File: src/ptpc_pkg.sv
// Shared constants for the periodic timer pulse and capture block
package ptpc_pkg;
  // ----------------------------------------
  // Counter geometry
  // ----------------------------------------
  localparam int CNT_W = 10;
  localparam logic [9:0] CNT_MAX = 10'h3FF;
  localparam logic [9:0] CNT_RST = 10'h000;
  localparam logic [9:0] COMPARE_A_VALUE_RST = 10'h000;
  // ----------------------------------------
  // Mode select and pin function codes
  // ----------------------------------------
  localparam logic [1:0] MODE_CAPTURE = 2'h1;
  localparam logic [1:0] MODE_SINGLE = 2'h2;
  localparam logic [1:0] PF_SINGLE = 2'h3;
  localparam logic [1:0] PF_RISE = 2'h0;
  localparam logic [1:0] PF_FALL = 2'h1;
  localparam logic [1:0] PF_BOTH = 2'h2;
  localparam logic [1:0] PF_NONE = 2'h3;
endpackage

File: src/ptpc_edge.sv
// Pin synchroniser with rise and fall pulse outputs
`timescale 1ns/1ns
module ptpc_edge
  import ptpc_pkg::*;
(
  input  wire logic clock_in,
  input  wire logic rst_b_in,
  input  wire logic pin_in,
  output logic      rise_out,
  output logic      fall_out
);
  logic meta_r;
  logic sync_r;
  logic last_r;
  logic meta_nxt;
  logic sync_nxt;
  logic last_nxt;
  logic [2:0] fill_r;
  logic [2:0] fill_nxt;

  always_comb
  begin
    meta_nxt = pin_in;
    sync_nxt = meta_r;
    last_nxt = sync_r;
    fill_nxt = {fill_r[1:0], 1'b1};
  end

  // ----------------------------------------
  // Two stages, then edge history
  // ----------------------------------------
  always_ff @(posedge clock_in or negedge rst_b_in)
  begin
    if (!rst_b_in)
    begin
      meta_r <= 1'b0;
      sync_r <= 1'b0;
      last_r <= 1'b0;
      fill_r <= 3'h0;
    end
    else
    begin
      meta_r <= meta_nxt;
      sync_r <= sync_nxt;
      last_r <= last_nxt;
      fill_r <= fill_nxt;
    end
  end

  // Edges only look past the first stage
  // Held off until history is real; a pin idling high would fake an edge
  assign rise_out = sync_r & ~last_r & fill_r[2];
  assign fall_out = ~sync_r & last_r & fill_r[2];
endmodule

File: src/ptpc_timer.sv
// Periodic timer: single pulse output and input capture modes
// How it works
// - Run bit rising starts counter and drives pulse leading edge.
// - External clock pin rising edge sets run bit in single pulse mode.
// - Run bit clear ends pulse; compare A match clears run bit.
// - Compare A match stops the counter in single pulse mode.
// - Compare A match raises compare A flag in single pulse mode.
// - Counter returns to zero when run bit rises or on period match.
// - Period register and clear select ignored in single pulse mode.
// - Source select picks capture pin or external clock pin.
// - Pin function selects rising, falling or both capture edges.
// - Pin function 11 disables capture; counter keeps running.
// - Capture counter starts on run rise, free runs until run falls.
// - Active edge copies counter into compare A and raises flag.
// - Period match zeroes counter and raises compare P flag.
// - Zero period gives the full counter range.
// - Clear select, initial state and polarity unused in capture.
// - Counter is 10 bits and wraps after 3FF.
// - Initial state bit sets pin level when run bit rises.
`timescale 1ns/1ns
module ptpc_timer
  import ptpc_pkg::*;
(
  input  wire logic              clock_in,
  input  wire logic              rst_b_in,
  input  wire logic              mode_select_hi_in,
  input  wire logic              mode_select_lo_in,
  input  wire logic              pin_function_hi_in,
  input  wire logic              pin_function_lo_in,
  input  wire logic              counter_clear_select_in,
  input  wire logic              output_initial_state_in,
  input  wire logic              output_polarity_in,
  input  wire logic              capture_source_select_in,
  input  wire logic              run_set_in,
  input  wire logic              run_clear_in,
  input  wire logic              compare_a_wr_in,
  input  wire logic [CNT_W-1:0]  compare_a_wdata_in,
  input  wire logic [CNT_W-1:0]  compare_p_period_in,
  input  wire logic              compare_a_flag_clr_in,
  input  wire logic              compare_p_flag_clr_in,
  input  wire logic              timer_ext_clock_pin_in,
  input  wire logic              capture_input_pin_in,
  output logic                   timer_run_bit_out,
  output logic [CNT_W-1:0]       counter_out,
  output logic [CNT_W-1:0]       compare_a_value_out,
  output logic                   timer_out_pin_out,
  output logic                   compare_a_irq_flag_out,
  output logic                   compare_p_irq_flag_out
);
  logic             rst_m_r;
  logic             rst_s_r;
  logic             ck_rise;
  logic             ck_fall;
  logic             cp_rise;
  logic             cp_fall;
  logic             run_r;
  logic             run_nxt;
  logic [CNT_W-1:0] cnt_r;
  logic [CNT_W-1:0] cnt_nxt;
  logic [CNT_W-1:0] compare_a_value_r;
  logic [CNT_W-1:0] compare_a_value_nxt;
  logic             lvl_r;
  logic             lvl_nxt;
  logic             fa_r;
  logic             fa_nxt;
  logic             fp_r;
  logic             fp_nxt;
  logic             sp_mode;
  logic             cap_mode;
  logic             a_match;
  logic             p_match;
  logic             src_rise;
  logic             src_fall;
  logic             cap_ev;
  logic             run_rise;
  logic [1:0]       pf;

  // ----------------------------------------
  // Reset release
  // ----------------------------------------
  always_ff @(posedge clock_in or negedge rst_b_in)
  begin
    if (!rst_b_in)
    begin
      rst_m_r <= 1'b0;
      rst_s_r <= 1'b0;
    end
    else
    begin
      rst_m_r <= 1'b1;
      rst_s_r <= rst_m_r;
    end
  end

  ptpc_edge u_ck_edge (
    .clock_in (clock_in),
    .rst_b_in (rst_s_r),
    .pin_in   (timer_ext_clock_pin_in),
    .rise_out (ck_rise),
    .fall_out (ck_fall)
  );

  ptpc_edge u_cp_edge (
    .clock_in (clock_in),
    .rst_b_in (rst_s_r),
    .pin_in   (capture_input_pin_in),
    .rise_out (cp_rise),
    .fall_out (cp_fall)
  );

  // ----------------------------------------
  // Mode decode and events
  // ----------------------------------------
  assign pf = {pin_function_hi_in, pin_function_lo_in};
  assign sp_mode = ({mode_select_hi_in, mode_select_lo_in} == MODE_SINGLE) && (pf == PF_SINGLE);
  assign cap_mode = ({mode_select_hi_in, mode_select_lo_in} == MODE_CAPTURE);
  // compare A match only while counting
  assign a_match = sp_mode && run_r && (cnt_r == compare_a_value_r);
  // zero period never matches, counter wraps
  assign p_match = cap_mode && run_r && (compare_p_period_in != CNT_RST) && (cnt_r == compare_p_period_in);
  assign src_rise = capture_source_select_in ? ck_rise : cp_rise;
  assign src_fall = capture_source_select_in ? ck_fall : cp_fall;

  always_comb
  begin
    unique case (pf)
      PF_RISE: cap_ev = src_rise;
      PF_FALL: cap_ev = src_fall;
      PF_BOTH: cap_ev = src_rise | src_fall;
      PF_NONE: cap_ev = 1'b0;
    endcase
  end

  // ----------------------------------------
  // Next state
  // ----------------------------------------
  always_comb
  begin
    run_nxt = run_r;
    if (run_clear_in || a_match)
      run_nxt = 1'b0;
    // pin edge sets run bit; set wins over clear
    if (run_set_in || (sp_mode && ck_rise))
      run_nxt = 1'b1;
    run_rise = run_nxt && !run_r;

    cnt_nxt = cnt_r;
    // run rise or period match clears the counter
    if (run_rise)
      cnt_nxt = CNT_RST;
    else if (p_match)
      cnt_nxt = CNT_RST;
    // match stops counter; period unused in single pulse
    else if (run_r && !a_match && (sp_mode || cap_mode))
      cnt_nxt = cnt_r + 10'h001;

    compare_a_value_nxt = compare_a_wr_in ? compare_a_wdata_in : compare_a_value_r;
    if (cap_mode && cap_ev)
      compare_a_value_nxt = cnt_r;

    lvl_nxt = lvl_r;
    // initial level on run rise; leading edge
    if (sp_mode && run_rise)
      lvl_nxt = output_initial_state_in;
    else if (sp_mode && !run_nxt && run_r)
      lvl_nxt = ~output_initial_state_in;
    else if (!sp_mode)
      lvl_nxt = 1'b0;

    // Set wins over clear so no event is lost
    fa_nxt = fa_r & ~compare_a_flag_clr_in;
    if (a_match || (cap_mode && cap_ev))
      fa_nxt = 1'b1;
    fp_nxt = fp_r & ~compare_p_flag_clr_in;
    if (p_match)
      fp_nxt = 1'b1;
  end

  always_ff @(posedge clock_in or negedge rst_s_r)
  begin
    if (!rst_s_r)
    begin
      run_r  <= 1'b0;
      cnt_r  <= CNT_RST;
      compare_a_value_r <= COMPARE_A_VALUE_RST;
      lvl_r  <= 1'b0;
      fa_r   <= 1'b0;
      fp_r   <= 1'b0;
    end
    else
    begin
      run_r  <= run_nxt;
      cnt_r  <= cnt_nxt;
      compare_a_value_r <= compare_a_value_nxt;
      lvl_r  <= lvl_nxt;
      fa_r   <= fa_nxt;
      fp_r   <= fp_nxt;
    end
  end

  // ----------------------------------------
  // Outputs
  // ----------------------------------------
  assign timer_run_bit_out      = run_r;
  assign counter_out            = cnt_r;
  assign compare_a_value_out    = compare_a_value_r;
  // polarity only applies in single pulse; clear select unread
  assign timer_out_pin_out      = sp_mode ? (lvl_r ^ output_polarity_in) : 1'b0;
  assign compare_a_irq_flag_out = fa_r;
  assign compare_p_irq_flag_out = fp_r;
endmodule

File: config.mk
export PLATFORM = sky130hd
export DESIGN_NAME = ptpc_timer
export DESIGN_NICKNAME = d
export VERILOG_FILES = /design/src/ptpc_pkg.sv /design/src/ptpc_edge.sv /design/src/ptpc_timer.sv
export SDC_FILE = /design/constraint.sdc
export NUM_CORES = 1
export LEC_CHECK = 0
export CAP_MARGIN = 20
export CORE_UTILIZATION = 34
export DETAILED_ROUTE_END_ITERATION = 16
export DONT_BUFFER_PORTS = 1
export PLACE_DENSITY_LB_ADDON = 0.12
export SLEW_MARGIN = 10
export SYNTH_ARGS = -nofsm -noshare
export SYNTH_HDL_FRONTEND = slang
export SYNTH_SLANG_ARGS = --single-unit
File: constraint.sdc
create_clock -name clock_in -period 1.79 [get_ports clock_in]
set_clock_uncertainty 0.2 [all_clocks]
set_input_delay 0.2685 -clock clock_in [delete_from_list [all_inputs] [get_ports clock_in]]
set_output_delay 0.2685 -clock clock_in [all_outputs]
set_load 0.005 [all_outputs]
=== After elaboration in Yosys (flattened, before gate mapping) ===
Cells that the tools add are included.

* Register bits: 38
* Output and inout bits: 24
* Logic and storage cells: 85

* Reduce and logical (&&, ||, !) cells: 25
* Bitwise logic cells: 19
* Mux-type cells: 16
* Equal/unequal tests: 8
* Add/subtract/negate cells: 1

{| class="wikitable"
|+ Operators with widths
! cell !! count
|-
| $mux 10 || 5
|-
| $eq 10x10->1 || 2
|-
| $logic_and 1x1->1 || 14
|-
| $add 10x1->10 const B || 1
|-
| $and 1x1->1 || 10
|-
| $mux 1 || 10
|-
| $reduce_bool 10->1 || 1
|-
| $not 1->1 || 7
|-
| $eq 2x2->1 const B || 3
|-
| $eq 2x1->1 const B || 2
|-
| $logic_or 1x1->1 || 4
|-
| $pmux 1 s4 || 1
|-
| $logic_not 1->1 || 3
|-
| $ne 3x1->1 const B || 1
|-
| $reduce_bool 3->1 || 1
|-
| $logic_not 2->1 || 1
|-
| $reduce_bool 2->1 || 1
|-
| $or 1x1->1 || 1
|-
| $xor 1x1->1 || 1
|}

=== Longest topological paths before layout ===
Gate-level depths: netlist of run 1.

* Word-level depth: 12
* Depth in mapped cells: 7
* Depth with buffers taken out: 5

=== Hierarchy ===
From an unflattened synthesis of run 1, not the netlist that was laid out.

* Cells, all modules: 188
* Area total of the unflattened synthesis: 2014.4 um2

{| class="wikitable"
|+ Modules (own cells, without submodules)
! module !! instances !! area each (um2) !! cells an instance !! sequential area each (um2)
|-
| ptpc_timer || 1 || 1671.6 || 170 || 650.6
|-
| ptpc_edge || 2 || 171.4 || 9 || 150.1
|}

=== Worst setup path before layout of run 1 ===
OpenSTA, ideal clock, no wires.

* Kind: flip-flop to flip-flop
* Start: reg cnt_r[5], in the netlist counter_out[5]
* End: reg cnt_r[1], in the netlist counter_out[1]
* Buffers on the path: 2
* Setup slack: -451 ps
* Stages on the path, launching flop included: 8
* Library setup time: 132 ps
* Data arrival time: 1909 ps
* Cell sequence: dfrtp_1 -> buf_6 -> xor2_1 -> or4_4 -> o31ai_4 -> buf_6 -> mux2i_1 -> nor2_1

* Longest elaborated chain between the ends: 7
* Elaborated cells on any way between the ends: 14
* Classes of those cells: eq/ne: 2; mux: 4; reduce/logical: 8

{| class="wikitable"
|+ RTL lines
! element !! line !! RTL
|-
| start, declared || ptpc_timer.sv:58 || <nowiki>logic [CNT_W-1:0] cnt_r;</nowiki>
|-
| start signal, assigned || ptpc_timer.sv:193 || <nowiki>cnt_r <= cnt_nxt;</nowiki>
|-
| $eq 10x10->1 || ptpc_timer.sv:118 || <nowiki>assign a_match = sp_mode && run_r && (cnt_r == compare_a_value_r);</nowiki>
|-
| $logic_and 1x1->1 || ptpc_timer.sv:118 ||
|-
| $logic_or 1x1->1 || ptpc_timer.sv:140 || <nowiki>if (run_clear_in || a_match)</nowiki>
|-
| $mux 1 || ptpc_timer.sv:140 ||
|-
| $mux 1 || ptpc_timer.sv:143 || <nowiki>if (run_set_in || (sp_mode && ck_rise))</nowiki>
|-
| $logic_and 1x1->1 || ptpc_timer.sv:145 || <nowiki>run_rise = run_nxt && !run_r;</nowiki>
|-
| $reduce_bool 3->1 (no source line) / $mux 10 (equally long branches) || -- ||
|}

Several ways; a longest one is shown, not always the timed one.
A chain may end at the register's enable or synchronous reset.

=== Worst setup path in the final report of run 1 ===
* Start: reg cnt_r[0], in the netlist counter_out[0]
* End: reg cnt_r[6], in the netlist counter_out[6]

* Longest elaborated chain between the ends: 7
* Elaborated cells on any way between the ends: 16
* Classes of those cells: add/sub: 1; eq/ne: 2; mux: 5; reduce/logical: 8

{| class="wikitable"
|+ RTL lines
! element
|-
| parallel branches: the longest is 7 deep, another holds $add 10x1->10
|}

Several ways; the timed one is not identified. The select of a mux whose other input is x is not followed.

==> results.txt, run 1 <==
* Number of port buffers: 0
- Clock group share of total power: 32.5%
- For this run, the post-layout net count is 276.
* Count of pins on the block boundary: 61
* Worst slack, placed: -0.327 ns
- Combinational cell fraction of total power: 26.5%
- The tool flagged a number of max-cap violations equal to 0.
- Sort of element at the end of the critical path: flop
- In this run the power spent charging and discharging nets is 641 µW.
- Summed over all cells, the static leakage comes to around 0.0012 µW.
* Clock Tree Buf Depth: 2
- Remaining routing DRC violations: 0
* GR Layer Usage met2: between 30 and 40%
- In this run the cell area measured after placement is 2420 µm².
* Met1 global-route usage: 24.2%
- Total of endpoints with negative setup slack in the final report: 24
* Count of different cell masters after synthesis: 49
* Cell at the slowest stage of the critical path: or4_4
- Worst-path maximum fanout: 16
- For this run, the leading register cell type out of synthesis is dfrtp_1.
- The synthesized netlist occupies a cell area of 1990 µm².
- Starting density of the core: 35.7%
- The synthesized design spends more area on one cell type than any other, namely dfrtp_1.
* Power density cells: ~800 nW/µm²
* Clock transition at the register clock pins on the worst setup and hold paths after CTS: approximately 0.08 ns
- Critical path, cell by cell: xor2_2 > or4_4 > o31ai_4 > buf_12 > o31ai_1 > a21oi_1
* Row count: 27
* Pins over their slew limit: 0
* Deepest level of the CTS H-tree: 2
* Power share of the sequential group: 41.1%
- Clock latency on the worst-skew pair, taken at its later pin, is 0.29 ns.
- Final Worst Setup Slack: -0.374 ns
* Average size of a mapped cell: 11.1 µm²
* Min Tclk post-route: 2.16 ns
- The die covers 6170 µm².
- WL/cell: 18.1 µm
- Global routing consumed, on the met3 layer, 6.63% of the routing resources.
- For this run, the number of Yosys warnings is 0.
- Overall die height: ~80 µm
- Synth top area share: 44.0%
- Maximum ir drop on the vdd rail: 470 µV
* Portion of the post-synthesis area used by sequential elements: 44.0%
- Static timing analysis puts the maximum clock frequency at 462 MHz.
- The via count of the first global-routing pass is 1649.
- TritonCTS built the clock tree.
- The first routing iteration left 66 violations.
- HP Class: reg2async
- The repair_antennas step left the layout with diodes totalling 0.
- Type of the worst setup path: reg2reg
- Setup repair after global routing could not meet its margin everywhere.
- Synthesis produced 180 cells.
* Clock Sink Count: 35
* Number of hold violations in the final report: 10
* Switching Fraction: 28.5%
* Run status: complete, but fails checks
* Remaining number of nets flagged by the antenna check after routing: 0
- The area growth from synthesis to layout is 40.9%.
- Global routing used 19.0% of the available tracks across all layers.
- For this block, the routed nets add up to about 5600 µm of wire.
- Data on the critical path arrives at its endpoint at 2.16 ns.
* Root buffer cell: clkbuf_8
- The congestion estimate from routability-driven global placement came to 0.807.
* Final worst hold slack: -0.0139 ns
- Before antenna repair, the detailed router went through 4 iterations.
- The synthesized design contains 35 register bits.
- Die width: 78.5 µm
- Internal power contribution: around 1600 µW
- met2 is the most crowded layer.
- Number of enable flip-flop cells after synthesis: 0
- Wire length of the first global-routing pass: around 8600 µm
- For the worst setup path, the data required time is 1.78 ns.
- In the finished design, the share of the clock period the worst path needs comes to 121%.
- Number of buffers inserted during clock tree synthesis: 5
* Total vias in the final route: 1608
- By area the synthesized netlist is led by dfrtp_1 (44%), mux2_2 (7.9%), xor2_1 (7.9%).
- The checks that failed: hold timing, setup timing.
- Vias per Instance: 5.17
- Antenna violations before repair: 0
* Max stage delay on crit path: 0.54 ns
- Remaining global-route overflow: 0
- Final HPWL DP: slightly above 4000 µm
* Kind of launch point of the worst setup path: flop
- Of the cells placed in the final design, the portion with a size suffix greater than 1 is 45.2%.
* Largest net degree at the start of global routing: 24
- The total area inside the core boundary comes to between 5000 and 6000 µm².
- Cell area after layout: 2810 µm²
- Share of synthesized registers carrying an async set or reset: 100%
layout by cell type (no fill, tap or decap), drive strengths merged, types with 2 or more instances in the layout:
| cell type | n |
|---|---|
| buf | 52 |
| dfrtp | 35 |
| xor2 | 18 |
| mux2 | 14 |
| a21oi | 11 |
| inv | 9 |
| nand3 | 7 |
| mux2i | 7 |
| dlygate4sd3 | 7 |
| clkbuf | 6 |
| o21ai | 6 |
| nor4 | 5 |
| nand2 | 5 |
| or4 | 5 |
| nand3b | 4 |
| o31ai | 4 |
| nor3 | 4 |
| nor2 | 3 |
| xnor2 | 3 |
| or3 | 3 |
| nor2b | 3 |
| a31oi | 2 |
| nand4 | 2 |
| o31a | 2 |
| conb | 2 |
| or3b | 2 |
per-stage QoR:
step | total power (µW) | TNS (ns) | cells | util [%]
detailed placement | 1440 | -4.55 | 289 | 43.4
CTS | 2250 | -5.55 | 307 | 48.9
global placement | 1430 | -4.00 | 289 | 43.4
global route | 2370 | -7.48 | 311 | 50.3
floorplan | 1220 | -3.58 | 181 | -
finish | 2250 | -5.75 | 311 | 50.3
registers in the layout (all words and copies together), names as in the netlist:
| register | flops |
|---|---|
| u_ck_edge.fill_r | 1 |
| u_cp_edge.meta_r | 1 |
| u_cp_edge.fill_r | 2 |
| counter_out | 10 |
| rst_m_r | 1 |
| lvl_r | 1 |
| timer_run_bit_out | 1 |
| compare_p_irq_flag_out | 1 |
| rst_s_r | 1 |
| u_ck_edge.last_nxt | 1 |
| u_ck_edge.last_r | 1 |
| compare_a_irq_flag_out | 1 |
| u_cp_edge.last_nxt | 1 |
| u_cp_edge.last_r | 1 |
| compare_a_value_out | 10 |
| u_ck_edge.meta_r | 1 |
critical path: cells and delay by family, from the launching register on:
kind,cells,cell delay [ns]
and+or+nand+nor,1,0.54
AOI/OAI and AO/OA,3,0.53
DFF,1,0.42
xor gates and xnor gates,1,0.20
buffers and inverters,1,0.18
routing by layer:
layer / part of all wire [%] / wire [µm]
met3: 5.8 / 328
met5: 0 / 0
met1: 44 / 2480
met4: 0.51 / 29
met2: 50 / 2800
Yosys cell counts, types with 2 or more instances:
master    count
a21oi_1      11
a31oi_1       2
buf_2         3
buf_6         4
dfrtp_1      35
inv_1         8
mux2_2       14
mux2i_1       7
nand2_1       5
nand3_1       7
nand3b_1      4
nand4_1       2
nor2_1        3
nor2b_1       3
nor3_1        4
nor4_1        5
o21ai_0       2
o21ai_1       3
o31a_1        2
o31ai_1       3
or3_2         3
or3b_2        2
or4_1         3
xnor2_1       3
xor2_1       18
power groups by stage:
stage / combinational [µW] / clock, µW / sequential, µW
5_1_grt: 648 / 787 / 933
6_report: 596 / 729 / 923
4_1_cts: 588 / 745 / 916
3_3_place_gp: 498 / 0 / 928
3_5_place_dp: 509 / 0 / 930
2_1_floorplan: 266 / 0 / 957
worst paths after layout:
check,startpoint,slack (ns),end,depth (start not counted)
max,counter_out[0],-0.37,counter_out[6],6
min in group clock_in,compare_a_wr_in,0,compare_a_value_out[9],2
min,rst_s_r,-0.01,u_ck_edge.meta_r,0
min reg2reg,rst_s_r,-0.01,u_ck_edge.meta_r,0
max in group asynchronous,rst_b_in,0.74,rst_m_r,2
max reg2reg,counter_out[0],-0.37,counter_out[6],6
layout make-up:
class,count,area [µm²]
fill,503,2770
multi-input combinational,128,1140
sequential,35,877
timing repair buffer,60,553
tap,72,90.1
clock buffer,5,68.8
clock inverter,3,47.5
inverter,8,30.0
cell families (layout without fill, tap and decap cells):
| family | count (synthesis) | in the layout | synth area share (%) |
|---|---|---|---|
| and+or+nand+nor | 51 | 51 | 17.4 |
| adders and majority gates | 1 | 1 | 0.628 |
| DFF | 35 | 35 | 44.0 |
| buffers and inverters | 18 | 76 | 5.78 |
| AOI/OAI and AO/OA | 32 | 32 | 11.4 |
| other | 1 | 2 | 0.188 |
| muxes | 21 | 21 | 11.4 |
| xor gates and xnor gates | 21 | 21 | 9.23 |
repair_timing:
| item | in CTS | in global routing |
|---|---|---|
| hold buffers | 7 | 0 |
| pin swaps | 4 | 8 |
| gates cloned | 1 | 0 |
| endpoints found under the hold margin | 7 | 0 |
| resized for setup | 20 | 13 |
| buffers inserted | 3 | 5 |
| endpoints found under the setup margin | 22 | 24 |
Note: power is estimated with default switching activity, not from simulation.
==> run 2, diff against run 1 <==
- ABC_AREA: not set -> 1
==> run 2 against run 1 <==
  * The run now ends clean
  * Design area is 4.6% higher
  * Global-route usage fell by 1.8 points
  * Utilization down 4.1 points
  * Register-to-register slack improved by 0.39 ns
  * Non-clock buffer count grew 4
  * Setup slack gained 0.39 ns
  * Synthesized area grew 13%
  * Critical endpoint is now counter_out[3]
  * Largest cell class unchanged
  * Largest power group unchanged
==> results.txt, run 2 <==
- Run status: finished, final reports clean
- The row count was 29 (+7.4%).
- The clock latency of the later-clocked register in the worst-skew pair is 0.29 ns (about the same).
* Sort of element at the end of the critical path: flop
- The first-pass GRT wire length is 9490 µm (+10%).
- Max frequency: 562 MHz (+22%)
* Largest net degree at the start of global routing: 34 (+42%)
- Area leader, netlist: dfrtp_1
* Count of pins on the block boundary: 61 (unchanged)
- The number of routed nets with antenna violations was 0 (unchanged).
* Leakage power of the design: 0.00147 µW (+19%)
- The global route total overflow was 0 (unchanged).
- The shortest period the worst path allows came to 1.78 ns (-0.385 ns).
- The area growth from synthesis to layout is 30.8%.
- Most used cells in the layout excluding fill and tap cells: nand2_1 (69), buf_4 (43), nand3_1 (41), inv_1 (37), dfrtp_1 (33)
- The path class of the tightest hold or removal check is in2reg.
- The mean number of vias per cell came to 4.61 (-11%).
* Leading cell type in the layout, fill and taps excluded: nand2_1
- The number of buffers inserted by port buffering is 0 (unchanged).
- The total vias in the final route is 1971 (+23%).
* Nets@finish: 388 (+41%)
- The detailed placement HPWL is 4150 µm (+0.83%).
- Post-Syn Area: 2240 µm² (+13%)
- Area share of xor/xnor cells in the synthesized design: 7.30% (-1.9 points)
- The mux cell area share after synthesis was 0% (-11 points).
- The number of iterations in the first detailed-routing pass is 4 (unchanged).
* Antenna violations before repair: 0 (unchanged)
- Pins over their slew limit: 0 (unchanged)
* Clock transition at the register clock pins on the worst setup and hold paths after CTS: 0.07 ns (about the same)
- Leading cell types by count after synthesis: nand2_1 (69), nand3_1 (42), inv_1 (38)
- The number of maximum-capacitance violations was 0 (unchanged).
* Placed inst area: 2540 µm² (+5.3%)
- The count of final hold-check violations is 0 (-10).
- Cell area after layout: 2940 µm² (+4.6%)
* Synth Area in Simple Gates: 37.5% (+20 points)
- Total of endpoints with negative setup slack in the final report: 0 (-100%)
- The die extent in x is 83.3 µm (+6.0%).
- Synth top area share: 39.0% (-5.0 points)
- The starting density of the core was 35.3% (-0.39 points).
* Register bit total from synthesis: 35 (unchanged)
- The via count of the first global-routing pass was 1982 (+20%).
- Final RePlAce weighted congestion: 0.807 (about the same)
- Share of synthesized registers carrying an async set or reset: 100% (unchanged)
- Ranked by total cell area, the synthesized netlist is headed by dfrtp_1 (39%), nand2_1 (12%), nand3_1 (9.4%).
- Number of enable flip-flop cells after synthesis: 0 (unchanged)
- By area, the combinational part of the netlist is dominated by simple AND/OR/NAND/NOR gates.
- The post-synthesis share of cell area spent on full adders, half adders and majority gates was 0.557% (-0.071 points).
* WL/cell: 12.7 µm (-30%)
- Deepest level of the CTS H-tree: 2 (unchanged)
- Yosys warning count: 0 (unchanged)
- Final worst hold slack: 0.00303 ns (+0.0169 ns)
* Portion of the post-synthesis area used by sequential elements: 39.0% (-5.0 points)
- Compound-cell area share of the yosys netlist: 2.68% (-8.7 points)
- Die Outline Area: 6930 µm² (+12%)
- Root buffer cell: clkbuf_8
* Required time of the critical path: 1.82 ns (+0.04 ns)
- The number of clock sinks seen by CTS was 35 (unchanged).
- The number of design rule violations left after detail routing is 0 (unchanged).
- Synthesized instance count: 292 (+62%)
- Number of DRC markers in iteration 0: 89 (+35%)
- Overall die height: 83.3 µm (+6.0%)
- TritonCTS built the clock tree.
- GRT Total Usage: 17.3% (-1.8 points)
- The worst setup path is launched from a flop.
- The count of antenna diodes in the layout came to 0 (unchanged).
- Dominant cell by count in the synthesized netlist: nand2_1
- Setup repair after global routing could not meet its margin everywhere.
- Number of buffers inserted during clock tree synthesis: 5 (unchanged)
- The biggest fanout along the worst timing path is 7 (-9).
- The count of distinct cell types in the synthesized netlist came to 34 (-31%).
- The ratio of final minimum period to clock period came to 99.4% (-22 points).
* Std-Cell Core Area: 6350 µm² (+14%)
* Power density cells: 700 nW/µm² (-13%)
- Average size of a mapped cell: 7.69 µm² (-31%)
- The largest vdd supply drop was 454 µV (-3.4%).
- The share of final-layout standard cells stronger than drive strength 1 came to 25.6% (-20 points).
- Top_reg_cell synth: dfrtp_1
- Clock Tree Buf Depth: 2 (unchanged)
- By startpoint and endpoint, the worst setup path is classified as reg2reg.
- The total length of routed wires is 5430 µm (-3.8%).
- Data arrival at the endpoint of the critical path: 1.81 ns (-0.35 ns)
[run 2: cell count changes in the layout (fill, tap and decap cells not counted), sizes merged, moves of 10 or more]
cell         delta
xor2           -10
nor2           +27
inv            +34
nand3          +40
dlygate4sd3    +11
mux2           -14
nand2          +70
[run 2: kinds of logic (layout without fill, tap and decap cells)]
family          count (synthesis)  after routing
compound gates                  8              8
xor+xnor                       17             17
fa+ha+maj                       1              1
buf+inv                        58            116
flops                          35             35
other cells                     1              2
simple gates                  172            172
[run 2: stage by stage]
stage	util, %	TNS (ns)	cells	setup slack, ns	total power [µW]
2_1_floorplan	-	0	293	0.0673	1160
3_3_place_gp	40.1	-0.215	397	-0.0492	1270
3_5_place_dp	40.1	-0.184	397	-0.0413	1270
4_1_cts	45.5	0	426	0.00199	2080
5_1_grt	46.2	-0.941	428	-0.123	2180
6_report	46.2	0	428	0.0107	2050
[run 2: path summary, 6_finish.rpt]
kind	start	endpoint	slack [ns]	depth (start not counted)
max	counter_out[2]	counter_out[3]	0.01	11
min	compare_a_wr_in	compare_a_value_out[4]	0.003	4
max reg2reg	counter_out[2]	counter_out[3]	0.01	11
min reg2reg	rst_s_r	u_cp_edge.fill_r[0]	0.07	1
max in group asynchronous	rst_b_in	rst_s_r	0.74	2
min in group asynchronous	rst_s_r	u_cp_edge.fill_r[0]	0.07	1
[run 2: routing by layer]
layer	routed length, µm	vias to the layer above	GRT usage, %
li1	-	1033	-
met1	2530	877	22.5
met2	2470	54	27.9
met3	347	7	4.37
met4	84	0	5.64
met5	0	-	0
[run 2: area by class of cell]
class / instances / area [µm²]
fillers: 641 / 3410
multi-input cells: 200 / 1130
flip-flops and latches: 35 / 878
repair buffers: 64 / 546
inverters: 44 / 170
well taps: 77 / 96.3
clock buffers: 5 / 68.8
clock inverters: 3 / 47.5
[run 2: what timing repair did]
action / 4_1_cts / 5_1_grt
pin swaps: 2 / 6
hold buffers: 18 / 0
setup endpoints to repair: 10 / 11
setup buffers: 3 / 2
gates resized for setup: 7 / 10
hold endpoints to repair: 16 / 0
[run 2: worst max-delay path, stage by stage, from the launching register on]
cell     delay [ns]
dfrtp_1        0.40
buf_6          0.14
xnor2_2        0.14
nand2_1        0.10
nor2_4         0.11
nand3_4        0.12
nand2_4        0.09
nand2_4        0.05
nand2_4        0.10
buf_12         0.12
nand3_2        0.05
nor2_2         0.09
[run 2: where the power goes]
part           switching, µW  internal (µW)
clock                    319            422
combinational            217            208
sequential              48.1            841
total                    584           1470
